**src/irq_prio_map.svh**
```systemverilog
// Register offsets, field positions and reset values of the priority block
`ifndef IRQ_PRIO_MAP_SVH
`define IRQ_PRIO_MAP_SVH
`define PRIO_REG0_OFS 8'h00
`define PRIO_REG1_OFS 8'h04
`define PRIO_REG2_OFS 8'h08
`define PRIO_REG3_OFS 8'h0C
`define EXT_CTRL_OFS 8'h10
`define LEVEL_STAT_OFS 8'h14
`define PRIO_RESET 32'hFFFFFFFF
`define EXT_CTRL_RESET 8'h00
`define EXT_CTRL_WMASK 8'hFC
`define SENS_B_HI 7
`define SENS_B_LO 6
`define POL_B_BIT 5
`define SENS_A_HI 4
`define SENS_A_LO 3
`define POL_A_BIT 2
`define NUM_VECTORS 14
`define NUM_EXT 4
`define LEVEL_RESET 2'h3
`endif

```
**src/irq_prio_pkg.sv**
```systemverilog
// Types shared by the priority and external sensitivity block
package irq_prio_pkg;
    typedef enum logic [1:0] {
        LVL_2 = 2'b00,
        LVL_1 = 2'b01,
        LVL_0 = 2'b10,
        LVL_3 = 2'b11
    } level_e;
    typedef struct packed {
        logic valid;
        logic write;
        logic [7:0] addr;
    } bus_phase_s;
    typedef struct packed {
        logic edge_hit;
        logic level_hit;
    } sense_hit_s;
endpackage : irq_prio_pkg

```
**src/irq_prio.sv**
```systemverilog
// Software priority, current level tracking and external sensitivity
// Functional notes
// RULE_01: Keep a two-bit priority per vector, except reset and trap, in four registers.
// RULE_02: Encoding: level0=10, level1=01, level2=00, level3=11, also for current level.
// RULE_03: Writing pattern 10 into a priority field keeps the old field value.
// RULE_04: Field 0 is the highest vector pair, field 13 the lowest.
// RULE_05: Reset or trap servicing sets current level to 11.
// RULE_06: Priority raised for executing still-pending vector re-enters it; else level kept.
// RULE_07: Enable instruction loads 10 into current level.
// RULE_08: Disable instruction loads 11 into current level.
// RULE_09: Halt, pop flags, enable, disable, wait change level until next return.
// RULE_10: Jump-if-masked branches when level is 11; unmasked when it is not.
// RULE_11: Sensitivity and polarity bits configure four external sources.
// RULE_12: Falling, rising, both, falling+low; rising+high only on lines 0 and 2.
// RULE_13: Sensitivity and polarity writable only while current level is 11.
// RULE_14: Changing any sensitivity or polarity bit clears pending external requests.
// RULE_15: Bits 7:6 select lines 2 and 3; control register resets to zero.
// RULE_16: Line 2 codes 00/01/10/11 with inversion option by polarity bit B.
// RULE_17: Line 3 codes 00/01/10/11 fixed, ignore polarity bit B.
// RULE_18: Polarity bit B set inverts line 2 sensitivity; clear leaves it.
// RULE_19: Bits 4:3 select lines 0 and 1; line 0 inverted by bit 2.
// RULE_20: Software keeps control bits 1:0 cleared.
// RULE_21: Edges compare synchronized input with previous sample; level holds request.
// RULE_22: Halt and wait instructions set current level to 10.
`include "irq_prio_map.svh"
`default_nettype none

module irq_prio
    import irq_prio_pkg::*;
(
    input wire logic clk_in,
    input wire logic reset_in,
    // AHB-Lite slave
    input wire logic hsel_in,
    input wire logic [7:0] haddr_in,
    input wire logic [1:0] htrans_in,
    input wire logic hwrite_in,
    input wire logic [2:0] hsize_in,
    input wire logic [31:0] hwdata_in,
    input wire logic hready_in,
    output logic [31:0] hrdata_out,
    output logic hreadyout_out,
    output logic hresp_out,
    // Core side
    input wire logic irq_enter_in,
    input wire logic [3:0] irq_vector_in,
    input wire logic trap_reset_enter_in,
    input wire logic enable_irq_instr_in,
    input wire logic disable_irq_instr_in,
    input wire logic halt_instr_in,
    input wire logic wait_irq_instr_in,
    input wire logic pop_flags_instr_in,
    input wire logic irq_return_instr_in,
    input wire logic [1:0] stacked_level_in,
    input wire logic jump_if_masked_instr_in,
    input wire logic jump_if_unmasked_instr_in,
    input wire logic [13:0] irq_pending_in,
    input wire logic [3:0] ext_ack_in,
    // External pins and block outputs
    input wire logic [3:0] ext_line_in,
    output logic [1:0] cur_level_out,
    output logic jump_taken_out,
    output logic reenter_out,
    output logic [3:0] ext_req_out
);

    // Priority order as a number: 0 lowest .. 3 highest
    function automatic logic [1:0] level_rank(input logic [1:0] code);
        level_rank = {~(code[1] ^ code[0]), code[0]};
    endfunction : level_rank

    function automatic sense_hit_s sense(
        input logic [1:0] code,
        input logic inv,
        input logic now,
        input logic prev
    );
        logic rise;
        logic fall;
        rise = now & ~prev;
        fall = ~now & prev;
        sense.edge_hit = 1'b0;
        sense.level_hit = 1'b0;
        case (code)
            2'b00: begin
                sense.edge_hit = inv ? rise : fall;
                sense.level_hit = inv ? now : ~now;
            end
            2'b01: sense.edge_hit = inv ? fall : rise;
            2'b10: sense.edge_hit = inv ? rise : fall;
            default: sense.edge_hit = rise | fall;
        endcase
    endfunction : sense

    logic [31:0] prio_ff;
    logic [31:0] nxt_prio;
    logic [7:0] ext_ctrl_ff;
    logic [7:0] nxt_ext_ctrl;
    level_e level_ff;
    level_e nxt_level;
    bus_phase_s phase_ff;
    logic [31:0] hrdata_ff;
    logic hreadyout_ff;
    logic hresp_ff;
    logic jump_taken_ff;
    logic reenter_ff;
    logic in_irq_ff;
    logic [3:0] active_vec_ff;
    logic [3:0] sync1_ff;
    logic [3:0] sync2_ff;
    logic [3:0] prev_ff;
    logic [3:0] pend_ff;
    logic [3:0] nxt_pend;
    logic [3:0] ext_req_ff;
    logic [3:0] edge_hit;
    logic [3:0] level_hit;
    logic wr_phase;
    logic ctrl_changed;
    logic [31:0] rd_mux;

    assign wr_phase = phase_ff.valid & phase_ff.write;

    // Bus address phase; zero wait states so hready is always ours
    always_ff @(posedge clk_in) begin
        if (reset_in) begin
            phase_ff <= '0;
        end else if (hready_in) begin
            phase_ff.valid <= hsel_in & htrans_in[1];
            phase_ff.write <= hwrite_in;
            phase_ff.addr <= haddr_in;
        end
    end

    // Next-state values for priority and control, so a read right behind a write sees the new data
    always_comb begin
        rd_mux = 32'h00000000;
        if (haddr_in == `PRIO_REG0_OFS) begin
            rd_mux = {24'h000000, nxt_prio[7:0]};
        end else if (haddr_in == `PRIO_REG1_OFS) begin
            rd_mux = {24'h000000, nxt_prio[15:8]};
        end else if (haddr_in == `PRIO_REG2_OFS) begin
            rd_mux = {24'h000000, nxt_prio[23:16]};
        end else if (haddr_in == `PRIO_REG3_OFS) begin
            rd_mux = {24'h000000, nxt_prio[31:24]};
        end else if (haddr_in == `EXT_CTRL_OFS) begin
            rd_mux = {24'h000000, nxt_ext_ctrl};
        end else if (haddr_in == `LEVEL_STAT_OFS) begin
            rd_mux = {30'h00000000, level_ff};
        end
    end

    // Read data is sampled at the address phase and stands in the data phase
    always_ff @(posedge clk_in) begin
        if (reset_in) begin
            hrdata_ff <= 32'h00000000;
            hreadyout_ff <= 1'b0;
            hresp_ff <= 1'b0;
        end else begin
            hreadyout_ff <= 1'b1;
            hresp_ff <= 1'b0;
            if (hready_in & hsel_in & htrans_in[1] & ~hwrite_in) begin
                hrdata_ff <= rd_mux;
            end
        end
    end

    // Priority fields, four per register; field i sits at bits 2i+1:2i
    always_comb begin
        logic [7:0] wbyte;
        int k;
        wbyte = hwdata_in[7:0];
        nxt_prio = prio_ff;
        k = -1;
        if (wr_phase) begin
            if (phase_ff.addr == `PRIO_REG0_OFS) begin
                k = 0;
            end else if (phase_ff.addr == `PRIO_REG1_OFS) begin
                k = 1;
            end else if (phase_ff.addr == `PRIO_REG2_OFS) begin
                k = 2;
            end else if (phase_ff.addr == `PRIO_REG3_OFS) begin
                k = 3;
            end
        end
        if (k >= 0) begin
            for (int f = 0; f < 4; f++) begin
                if (wbyte[2*f +: 2] != LVL_0) begin // [RULE_03]
                    nxt_prio[8*k + 2*f +: 2] = wbyte[2*f +: 2]; // [RULE_01] [RULE_04]
                end
            end
        end
    end

    always_ff @(posedge clk_in) begin
        if (reset_in) begin
            prio_ff <= `PRIO_RESET;
        end else begin
            prio_ff <= nxt_prio;
        end
    end

    // Low two bits are reserved and kept at zero whatever is written
    always_comb begin
        nxt_ext_ctrl = ext_ctrl_ff;
        if (wr_phase && phase_ff.addr == `EXT_CTRL_OFS && level_ff == LVL_3) begin // [RULE_13]
            nxt_ext_ctrl = hwdata_in[7:0] & `EXT_CTRL_WMASK; // [RULE_20]
        end
    end
    assign ctrl_changed = nxt_ext_ctrl != ext_ctrl_ff; // [RULE_14]

    always_ff @(posedge clk_in) begin
        if (reset_in) begin
            ext_ctrl_ff <= `EXT_CTRL_RESET; // [RULE_15]
        end else begin
            ext_ctrl_ff <= nxt_ext_ctrl;
        end
    end

    // Current level; the core issues at most one of these per cycle
    always_comb begin
        nxt_level = level_ff;
        if (trap_reset_enter_in) begin
            nxt_level = LVL_3; // [RULE_05]
        end else if (irq_enter_in) begin
            nxt_level = level_e'(prio_ff[2*irq_vector_in +: 2]); // [RULE_02]
        end else if (disable_irq_instr_in) begin
            nxt_level = LVL_3; // [RULE_08] [RULE_09]
        end else if (enable_irq_instr_in) begin
            nxt_level = LVL_0; // [RULE_07] [RULE_09]
        end else if (halt_instr_in | wait_irq_instr_in) begin
            nxt_level = LVL_0; // [RULE_22] [RULE_09]
        end else if (pop_flags_instr_in | irq_return_instr_in) begin
            nxt_level = level_e'(stacked_level_in); // [RULE_09]
        end
    end

    always_ff @(posedge clk_in) begin
        if (reset_in) begin
            level_ff <= level_e'(`LEVEL_RESET);
        end else begin
            level_ff <= nxt_level;
        end
    end

    // Tracks only the innermost vector; a nested return forgets the outer one
    always_ff @(posedge clk_in) begin
        if (reset_in) begin
            in_irq_ff <= 1'b0;
            active_vec_ff <= 4'h0;
        end else if (irq_enter_in) begin
            in_irq_ff <= 1'b1;
            active_vec_ff <= irq_vector_in;
        end else if (irq_return_instr_in | trap_reset_enter_in) begin
            in_irq_ff <= 1'b0;
        end
    end

    // Level itself is untouched by a priority write; the core re-enters
    always_ff @(posedge clk_in) begin
        if (reset_in) begin
            reenter_ff <= 1'b0;
        end else begin
            reenter_ff <= in_irq_ff & irq_pending_in[active_vec_ff]
                & (nxt_prio[2*active_vec_ff +: 2] != prio_ff[2*active_vec_ff +: 2])
                & (level_rank(nxt_prio[2*active_vec_ff +: 2]) > level_rank(level_ff)); // [RULE_06]
        end
    end

    always_ff @(posedge clk_in) begin
        if (reset_in) begin
            jump_taken_ff <= 1'b0;
        end else begin
            jump_taken_ff <= (jump_if_masked_instr_in & (level_ff == LVL_3))
                | (jump_if_unmasked_instr_in & (level_ff != LVL_3)); // [RULE_10]
        end
    end

    // Pins are asynchronous: two flops before any use
    // Not reset: they track the pins during reset, so no false edge or level at release
    always_ff @(posedge clk_in) begin
        sync1_ff <= ext_line_in;
        sync2_ff <= sync1_ff;
        prev_ff <= sync2_ff; // [RULE_21]
    end

    always_comb begin
        sense_hit_s h0;
        sense_hit_s h1;
        sense_hit_s h2;
        sense_hit_s h3;
        h0 = sense(ext_ctrl_ff[`SENS_A_HI:`SENS_A_LO], ext_ctrl_ff[`POL_A_BIT],
            sync2_ff[0], prev_ff[0]); // [RULE_19] [RULE_12]
        h1 = sense(ext_ctrl_ff[`SENS_A_HI:`SENS_A_LO], 1'b0,
            sync2_ff[1], prev_ff[1]); // [RULE_19]
        h2 = sense(ext_ctrl_ff[`SENS_B_HI:`SENS_B_LO], ext_ctrl_ff[`POL_B_BIT],
            sync2_ff[2], prev_ff[2]); // [RULE_16] [RULE_18]
        h3 = sense(ext_ctrl_ff[`SENS_B_HI:`SENS_B_LO], 1'b0,
            sync2_ff[3], prev_ff[3]); // [RULE_17] [RULE_11]
        edge_hit = {h3.edge_hit, h2.edge_hit, h1.edge_hit, h0.edge_hit};
        level_hit = {h3.level_hit, h2.level_hit, h1.level_hit, h0.level_hit};
    end

    // A new edge beats both an ack and a control change in the same cycle
    assign nxt_pend = edge_hit | (pend_ff & ~ext_ack_in & {4{~ctrl_changed}}); // [RULE_14] [RULE_21]

    always_ff @(posedge clk_in) begin
        if (reset_in) begin
            pend_ff <= 4'h0;
            ext_req_ff <= 4'h0;
        end else begin
            pend_ff <= nxt_pend;
            ext_req_ff <= nxt_pend | level_hit; // [RULE_21]
        end
    end

    assign hrdata_out = hrdata_ff;
    assign hreadyout_out = hreadyout_ff;
    assign hresp_out = hresp_ff;
    assign cur_level_out = level_ff;
    assign jump_taken_out = jump_taken_ff;
    assign reenter_out = reenter_ff;
    assign ext_req_out = ext_req_ff;

    a_trap_sets_l3: assert property (@(posedge clk_in) disable iff (reset_in)
        trap_reset_enter_in |=> cur_level_out == 2'b11)
        else $error("trap did not set level 3"); // [RULE_05]

    a_enable_sets_l0: assert property (@(posedge clk_in) disable iff (reset_in)
        enable_irq_instr_in && !trap_reset_enter_in && !irq_enter_in
        && !disable_irq_instr_in |=> cur_level_out == 2'b10)
        else $error("enable did not load 10"); // [RULE_07]

    a_disable_sets_l3: assert property (@(posedge clk_in) disable iff (reset_in)
        disable_irq_instr_in && !trap_reset_enter_in && !irq_enter_in
        |=> cur_level_out == 2'b11)
        else $error("disable did not load 11"); // [RULE_08]

    a_halt_sets_l0: assert property (@(posedge clk_in) disable iff (reset_in)
        (halt_instr_in || wait_irq_instr_in) && !trap_reset_enter_in && !irq_enter_in
        && !disable_irq_instr_in |=> cur_level_out == 2'b10)
        else $error("halt or wait did not load 10"); // [RULE_22]

    a_jump_masked: assert property (@(posedge clk_in) disable iff (reset_in)
        jump_if_masked_instr_in && !jump_if_unmasked_instr_in
        |=> jump_taken_out == ($past(cur_level_out) == 2'b11))
        else $error("masked jump wrong"); // [RULE_10]

    a_ctrl_locked: assert property (@(posedge clk_in) disable iff (reset_in)
        level_ff != LVL_3 |=> $stable(ext_ctrl_ff))
        else $error("control changed below level 3"); // [RULE_13]

    a_ctrl_low_zero: assert property (@(posedge clk_in) disable iff (reset_in)
        ext_ctrl_ff[1:0] == 2'b00)
        else $error("reserved control bits set"); // [RULE_20]

    a_level0_kept: assert property (@(posedge clk_in) disable iff (reset_in)
        wr_phase && phase_ff.addr == `PRIO_REG0_OFS && hwdata_in[1:0] == 2'b10
        |=> prio_ff[1:0] == $past(prio_ff[1:0]))
        else $error("level 0 pattern was stored"); // [RULE_03]

    a_change_clears: assert property (@(posedge clk_in) disable iff (reset_in)
        ctrl_changed && edge_hit == 4'h0 |=> pend_ff == 4'h0)
        else $error("control change kept pending"); // [RULE_14]

    a_edge_requests: assert property (@(posedge clk_in) disable iff (reset_in)
        edge_hit[3] |=> ext_req_out[3] && pend_ff[3])
        else $error("edge did not raise request"); // [RULE_21]

endmodule : irq_prio

`default_nettype wire

```
**config.mk**
```make
export PLATFORM = sky130hd
export DESIGN_NAME = irq_prio
export DESIGN_NICKNAME = d
export VERILOG_FILES = /design/src/irq_prio_pkg.sv /design/src/irq_prio.sv
export VERILOG_INCLUDE_DIRS = /design/src
export SDC_FILE = /design/constraint.sdc
export NUM_CORES = 1
export LEC_CHECK = 0
export ABC_AREA = 1
export BUFFER_PORTS_ARGS = -buffer_cell sky130_fd_sc_hd__buf_2
export CORE_MARGIN = 1.5
export CORE_UTILIZATION = 35
export CTS_BUF_LIST = sky130_fd_sc_hd__clkbuf_8
export DETAILED_ROUTE_END_ITERATION = 8
export GPL_ROUTABILITY_DRIVEN = 0
export PLACE_DENSITY = 0.65
export SETUP_SLACK_MARGIN = 0.5
export SLEW_MARGIN = 20
export SYNTH_ARGS = -nofsm -noshare
export SYNTH_HDL_FRONTEND = slang
export SYNTH_SLANG_ARGS = --single-unit
```
**constraint.sdc**
```tcl
create_clock -name clk_in -period 4.7 [get_ports clk_in]
set_clock_uncertainty 0.2 [all_clocks]
set_input_delay 0.705 -clock clk_in [delete_from_list [all_inputs] [get_ports clk_in]]
set_output_delay 0.705 -clock clk_in [all_outputs]
set_load 0.05 [all_outputs]
```
; After elaboration in Yosys (flattened, before gate mapping)
; Index checks and enable logic that the tools add are counted.
[op_classes]
addsub = 7
n_lt_le_gt_ge = 3
eq_ne = 21
n_shift = 11
muxes = 48
bitwise = 45
n_reduce_logical = 11
[ops]
columns = op, n
row1 = $mux W32, 13
row2 = $neg A32 Y33, 4
row3 = $shift A2 B33 Y32 const A, 4
row4 = $shiftx A2 B33 Y32, 4
row5 = $bwmux W32, 4
row6 = $shiftx A32 B6 Y2, 3
row7 = $add A32 B4 Y32 const B, 2
row8 = $mux W8, 6
row9 = $add A32 B3 Y32 const B, 1
row10 = $eq A8 B4 Y1 const B, 4
row11 = $ge A32 B1 Y1 const B, 1
row12 = $eq A8 B5 Y1 const B, 3
row13 = $and A1 B1 Y1, 18
row14 = $eq A8 B3 Y1 const B, 2
row15 = $logic_not A8 Y1, 2
row16 = $mux W1, 14
row17 = $mux W2, 6
row18 = $not A1 Y1, 12
row19 = $ne A2 B2 Y1 const B, 5
row20 = $and A4 B4 Y4, 2
row21 = $ne A8 B8 Y1, 1
row22 = $or A1 B1 Y1, 8
row23 = $or A4 B4 Y4, 2
row24 = $pmux W1 S2, 4
row25 = other kinds (13), 21
[totals]
regBits = 112
in_bits = 88
output_inout_bits = 42
wordCells = 163

; Depth between registers and ports, before layout
[depth]
word_depth = 25
mapped_depth = 30
ltp_nobuf = 30

; Least setup slack after synthesis
; No wires, ideal clock.
[synth_timing]
path_kind = reg-to-reg
start = register phase_ff[4] (netlist name)
end = register reenter_ff (netlist: reenter_out)
setup_ns = 0.066
t_arrival_ns = 3.228
required_ns = 4.434
slack_ns = 1.206
path_stages_with_launch = 27
path_buffers = 0
synth_period_minus_slack_ns = 3.494
cell_sequence = dfxtp_1 -> nor2_2 -> nand2_4 -> nor2_8 -> nand2_8 -> nor2_8 -> ha_1 -> inv_2 -> nand2_1 -> nand2_1 -> nand4_1 -> nor2_2 -> nand2_2 -> nand2_1 -> nand2_1 -> nand2_1 -> nand2_1 -> nand2_1 -> clkinv_1 -> nand2_1 -> nand2_1 -> nand2_1 -> xor2_1 -> ha_1 -> a211oi_1 -> o211ai_1 -> a21oi_2
[synth_via]
elab_chain_cells = 25
word_cells_on_any_way = 44
cone_classes = add/sub (7) / order compare (2) / eq/ne (4) / shift (9) / mux (17) / bitwise (4) / reduce/logical (1)
[synth_lines]
columns = item, line
row1 = start: declaration, irq_prio.sv:101  ; bus_phase_s phase_ff;
row2 = $eq A8 B4 Y1 (no line), --
row3 = $mux W32, irq_prio.sv:181  ; end else if (phase_ff.addr == `PRIO_REG3_OFS) begin
row4 = $mux W32, irq_prio.sv:179  ; end else if (phase_ff.addr == `PRIO_REG2_OFS) begin
row5 = $mux W32, irq_prio.sv:177  ; end else if (phase_ff.addr == `PRIO_REG1_OFS) begin
row6 = $mux W32 (*), irq_prio.sv:175  ; if (phase_ff.addr == `PRIO_REG0_OFS) begin
row7 = $mux W32 (*), irq_prio.sv:174  ; if (wr_phase) begin
row8 = "parallel branches: the longest is 13 deep, another holds $neg A32 Y33", --
row9 = $mux W32 (*), irq_prio.sv:185  ; if (k >= 0) begin
row10 = $shiftx A32 B6 Y2 (*), "irq_prio.sv:264, irq_prio.sv:265"
row11 = $xor A1 B1 Y1, irq_prio.sv:69  ; level_rank = {~(code[1] ^ code[0]), code[0]};
row12 = $not A1 Y1, irq_prio.sv:69
row13 = $gt A2 B2 Y1, irq_prio.sv:265  ; & (level_rank(nxt_prio[2*active_vec_ff +: 2]) > level_rank(level_ff));
row14 = $and A1 B1 Y1 (*), irq_prio.sv:265
row15 = end signal: assignment, irq_prio.sv:263  ; reenter_ff <= in_irq_ff & irq_pending_in[active_vec_ff]
row16 = end: declaration, irq_prio.sv:106  ; logic reenter_ff;
; Mark *: on every way between the ends. The select of a mux whose other input is x is not followed.
; A chain may end at the register's enable or synchronous reset.

; Final worst setup path
[layout_timing]
start = register phase_ff[8] (netlist name)
end = register reenter_ff (netlist: reenter_out)
[layout_via]
elab_chain_cells = 21
word_cells_on_any_way = 37
cone_classes = add/sub (7) / order compare (2) / eq/ne (1) / shift (9) / mux (13) / bitwise (5)
[layout_lines]
columns = item, line
row1 = $and A1 B1 Y1 (*), irq_prio.sv:121  ; assign wr_phase = phase_ff.valid & phase_ff.write;
row2 = $mux W32 (*), irq_prio.sv:174
row3 = "parallel branches: the longest is 13 deep, another holds $neg A32 Y33", --
row4 = $mux W32 (*), irq_prio.sv:185
row5 = $shiftx A32 B6 Y2 (*), "irq_prio.sv:264, irq_prio.sv:265"
row6 = $xor A1 B1 Y1, irq_prio.sv:69
row7 = $not A1 Y1, irq_prio.sv:69
row8 = $gt A2 B2 Y1, irq_prio.sv:265
row9 = $and A1 B1 Y1 (*), irq_prio.sv:265
; Marked as above.

==> reports/summary.txt <==
clk_lat worst skew: 390 ps
CTS Root Cell: clkbuf_8
Cells after Synth: 877
vias in the first global route: 5131
largest net degree at the start of global routing: 46
Starting Density: 36.0%
worst hold path type: reg2reg
EDFF count, synth: 0
Routed Antenna Nets: 0
upper clock frequency limit: 257 MHz
initial antenna violation count: 0
Filler cells: 1739
Bufs on Longest Clock Path: 2
CTS H-tree lvls: 3
Critical Path AT: 4020 ps
# DRC: 0
worst setup path category: reg2reg
Synth area leaders: dfxtp_1, nand2_1, inv_1
crit-path most repeated cell: nand2_1
starting DRC count in detailed routing: 616
post-place instance area: 6170 um^2
Setup WS post-layout: 809 ps
DR vias/cell: 5.02
clk slew on worst S/H paths: 90 ps
layout cell share with drive strength beyond 1: 15.0%
RSZ-0062 raised after global routing: false
share of the synthesized area in the top cell type: 30.8%
sequential cell area fraction in the yosys report: 30.8%
clock buffer count from CTS: 9
Avg Inst Size Synth: 6.51 um^2
Setup violations, final: 0
die width: 131 um
Top FF cell, synth: dfxtp_1
grt ovf: 0
most common cell in the netlist: nand2_1
final period utilization: 82.8%
Overall Power: 1.58 mW
Register-to-Register Setup Slack: 810 ps
synthesis-to-layout area growth: 11.9%
GR peak layer: met2
# rows: 46
yosys warns: 0
worst-path cell with the longest stage delay: dfxtp_1
hold slack: 130 ps
area of the core: 15900 um^2
Final #Nets: 1044
die area: 17100 um^2
max-cap violations: 0
final setup TNS: 0 ps
critical path fanouts, max: 5
area leader, netlist: dfxtp_1
max incr delay on CP: 340 ps
routed len/inst: 15.1 um
min Tclk post-route: 3890 ps
register bit count reported by yosys: 88
Cell Area, Synth: 5710 um^2
crit path buf inv count: 4
final WL: 17500 um
CP Capture Type: flip-flop
CP startpoint kind: flip-flop
cell area after layout: 6390 um^2
fin. max-slew vios: 0
Worst-Margin Slew: 1040 ps
outcome: complete, no violations
Setup WS pre-CTS: 762 ps
VDD IR max: 0.216 mV
Power Density: 247 nW/um^2
worst rel slew slack: 30.7%
# diodes: 0
die span in y: 131 um
Detail Placement HPWL: 13500 um
Final Hold Fails: 0
Synth cell types: 50
GR Util met3: 3.46%
M1 GR Usage: 27.8%
CTS sink count: 88
met2 Use GR: 33.1%
CTS tree: yes
drt first pass iters: 7
top cells by count, synth: nand2_1, inv_1, dfxtp_1
global-route wire length before repair: 27100 um
Largest delay share family, worst path: simple AND/OR/NAND/NOR gates
# IOs: 130
Vias: 5834
port bufs: 76
Overall Global Routing Usage: 21.0%
Pleak: 3.20 nW
Critical Path RT: 4830 ps
Async SR Flop Fraction: 0%
## worst register-to-register path, delay by kind of cell (launching register included)
family	cells	cell delay, ps
adders and majority gates	2	540
buffers and inverters	4	260
and+or+nand+nor	18	1810
AOI/OAI and AO/OA	3	500
xor gates and xnor gates	1	170
DFF	1	340
## registers in the layout, summed over array words and instances (netlist names)
| signal | count |
|---|---|
| pend_ff | 4 |
| sync1_ff | 4 |
| jump_taken_out | 1 |
| ext_ctrl_ff | 8 |
| ext_req_out | 4 |
| prev_ff | 4 |
| sync2_ff | 4 |
| phase_ff | 10 |
| hrdata_out | 8 |
| prio_ff | 32 |
| reenter_out | 1 |
| in_irq_ff | 1 |
| cur_level_out | 2 |
| hreadyout_out | 1 |
| active_vec_ff | 4 |
## metal layers
| layer | up-vias | wire length [um] |
|---|---|---|
| met1 | 2570 | 7780 |
| met2 | 263 | 7600 |
| met4 | 0 | 764 |
| li1 | 2958 | - |
| met5 | - | 0 |
| met3 | 43 | 1390 |
## where the power goes
group	switching [mW]	internal [mW]	total (mW)	leakage (nW)
clock	0.286	0.199	0.486	0.0958
sequential	0.0178	0.768	0.786	0.722
combinational	0.221	0.0836	0.305	2.39
total	0.525	1.05	1.58	3.20
## final cells by class
class                   instances  area (um^2)  area share [%]
multi-input cells             636         3280            51.4
flip-flops and latches         88         1760            27.6
inverters                     121          459            7.18
repair buffers                 85          452            7.07
well taps                     216          270            4.23
clock buffers                  10          138            2.15
clock inverters                 6         28.8           0.450
## layout by cell type, fill, tap and decap left out, types with 3 or more instances in the layout
cell	instances
a21oi_1	55
and2_1	4
buf_2	76
buf_4	8
clkbuf_8	10
clkinv_1	3
conb_1	25
dfxtp_1	88
ha_1	14
inv_1	115
inv_2	5
mux2i_1	3
nand2_1	202
nand2_2	6
nand3_1	75
nand3_2	5
nand4_1	11
nor2_1	78
nor2_2	4
nor2_4	5
nor2_8	3
nor3_1	11
o211ai_1	14
o21ai_0	67
o21ai_1	7
o221ai_1	5
o22ai_1	4
o31ai_1	3
or2_2	4
## cell families (layout without fill, tap and decap cells)
logic type               count (synthesis)  after routing  synth area share (%)
AND/OR/NAND/NOR                        417            417                  33.7
buffers and inverters                  177            222                  13.8
AO/OA/AOI/OAI                          174            174                  17.5
flip-flops                              88             88                  30.8
adder cells (fa/ha/maj)                 15             15                  3.29
multiplexers                             3              3                 0.526
XOR/XNOR                                 2              2                 0.307
other                                    1             25                0.0657
## stage by stage
step / util, % / std cells
5_1_grt: 40.2 / 1162
2_1_floorplan: - / 901
3_5_place_dp: 38.9 / 1144
6_report: 40.2 / 1162
3_3_place_gp: 38.9 / 1144
4_1_cts: 39.9 / 1160
## path summary, 6_finish.rpt
check,from,end,cells past startpoint
max,phase_ff[8]$_SDFFE_PP0P_,reenter_out$_SDFF_PP0_,28
min,sync1_ff[1]$_DFF_P_,sync2_ff[1]$_DFF_P_,0
max reg2reg,phase_ff[8]$_SDFFE_PP0P_,reenter_out$_SDFF_PP0_,28
min reg2reg,sync1_ff[1]$_DFF_P_,sync2_ff[1]$_DFF_P_,0
## repair_timing
action,in CTS,in global routing
endpoints found under the setup margin,0,1
buffers inserted,0,2
hold buffers,0,0
resized for setup,0,7
No activity file was read; power rests on OpenSTA's default activity.
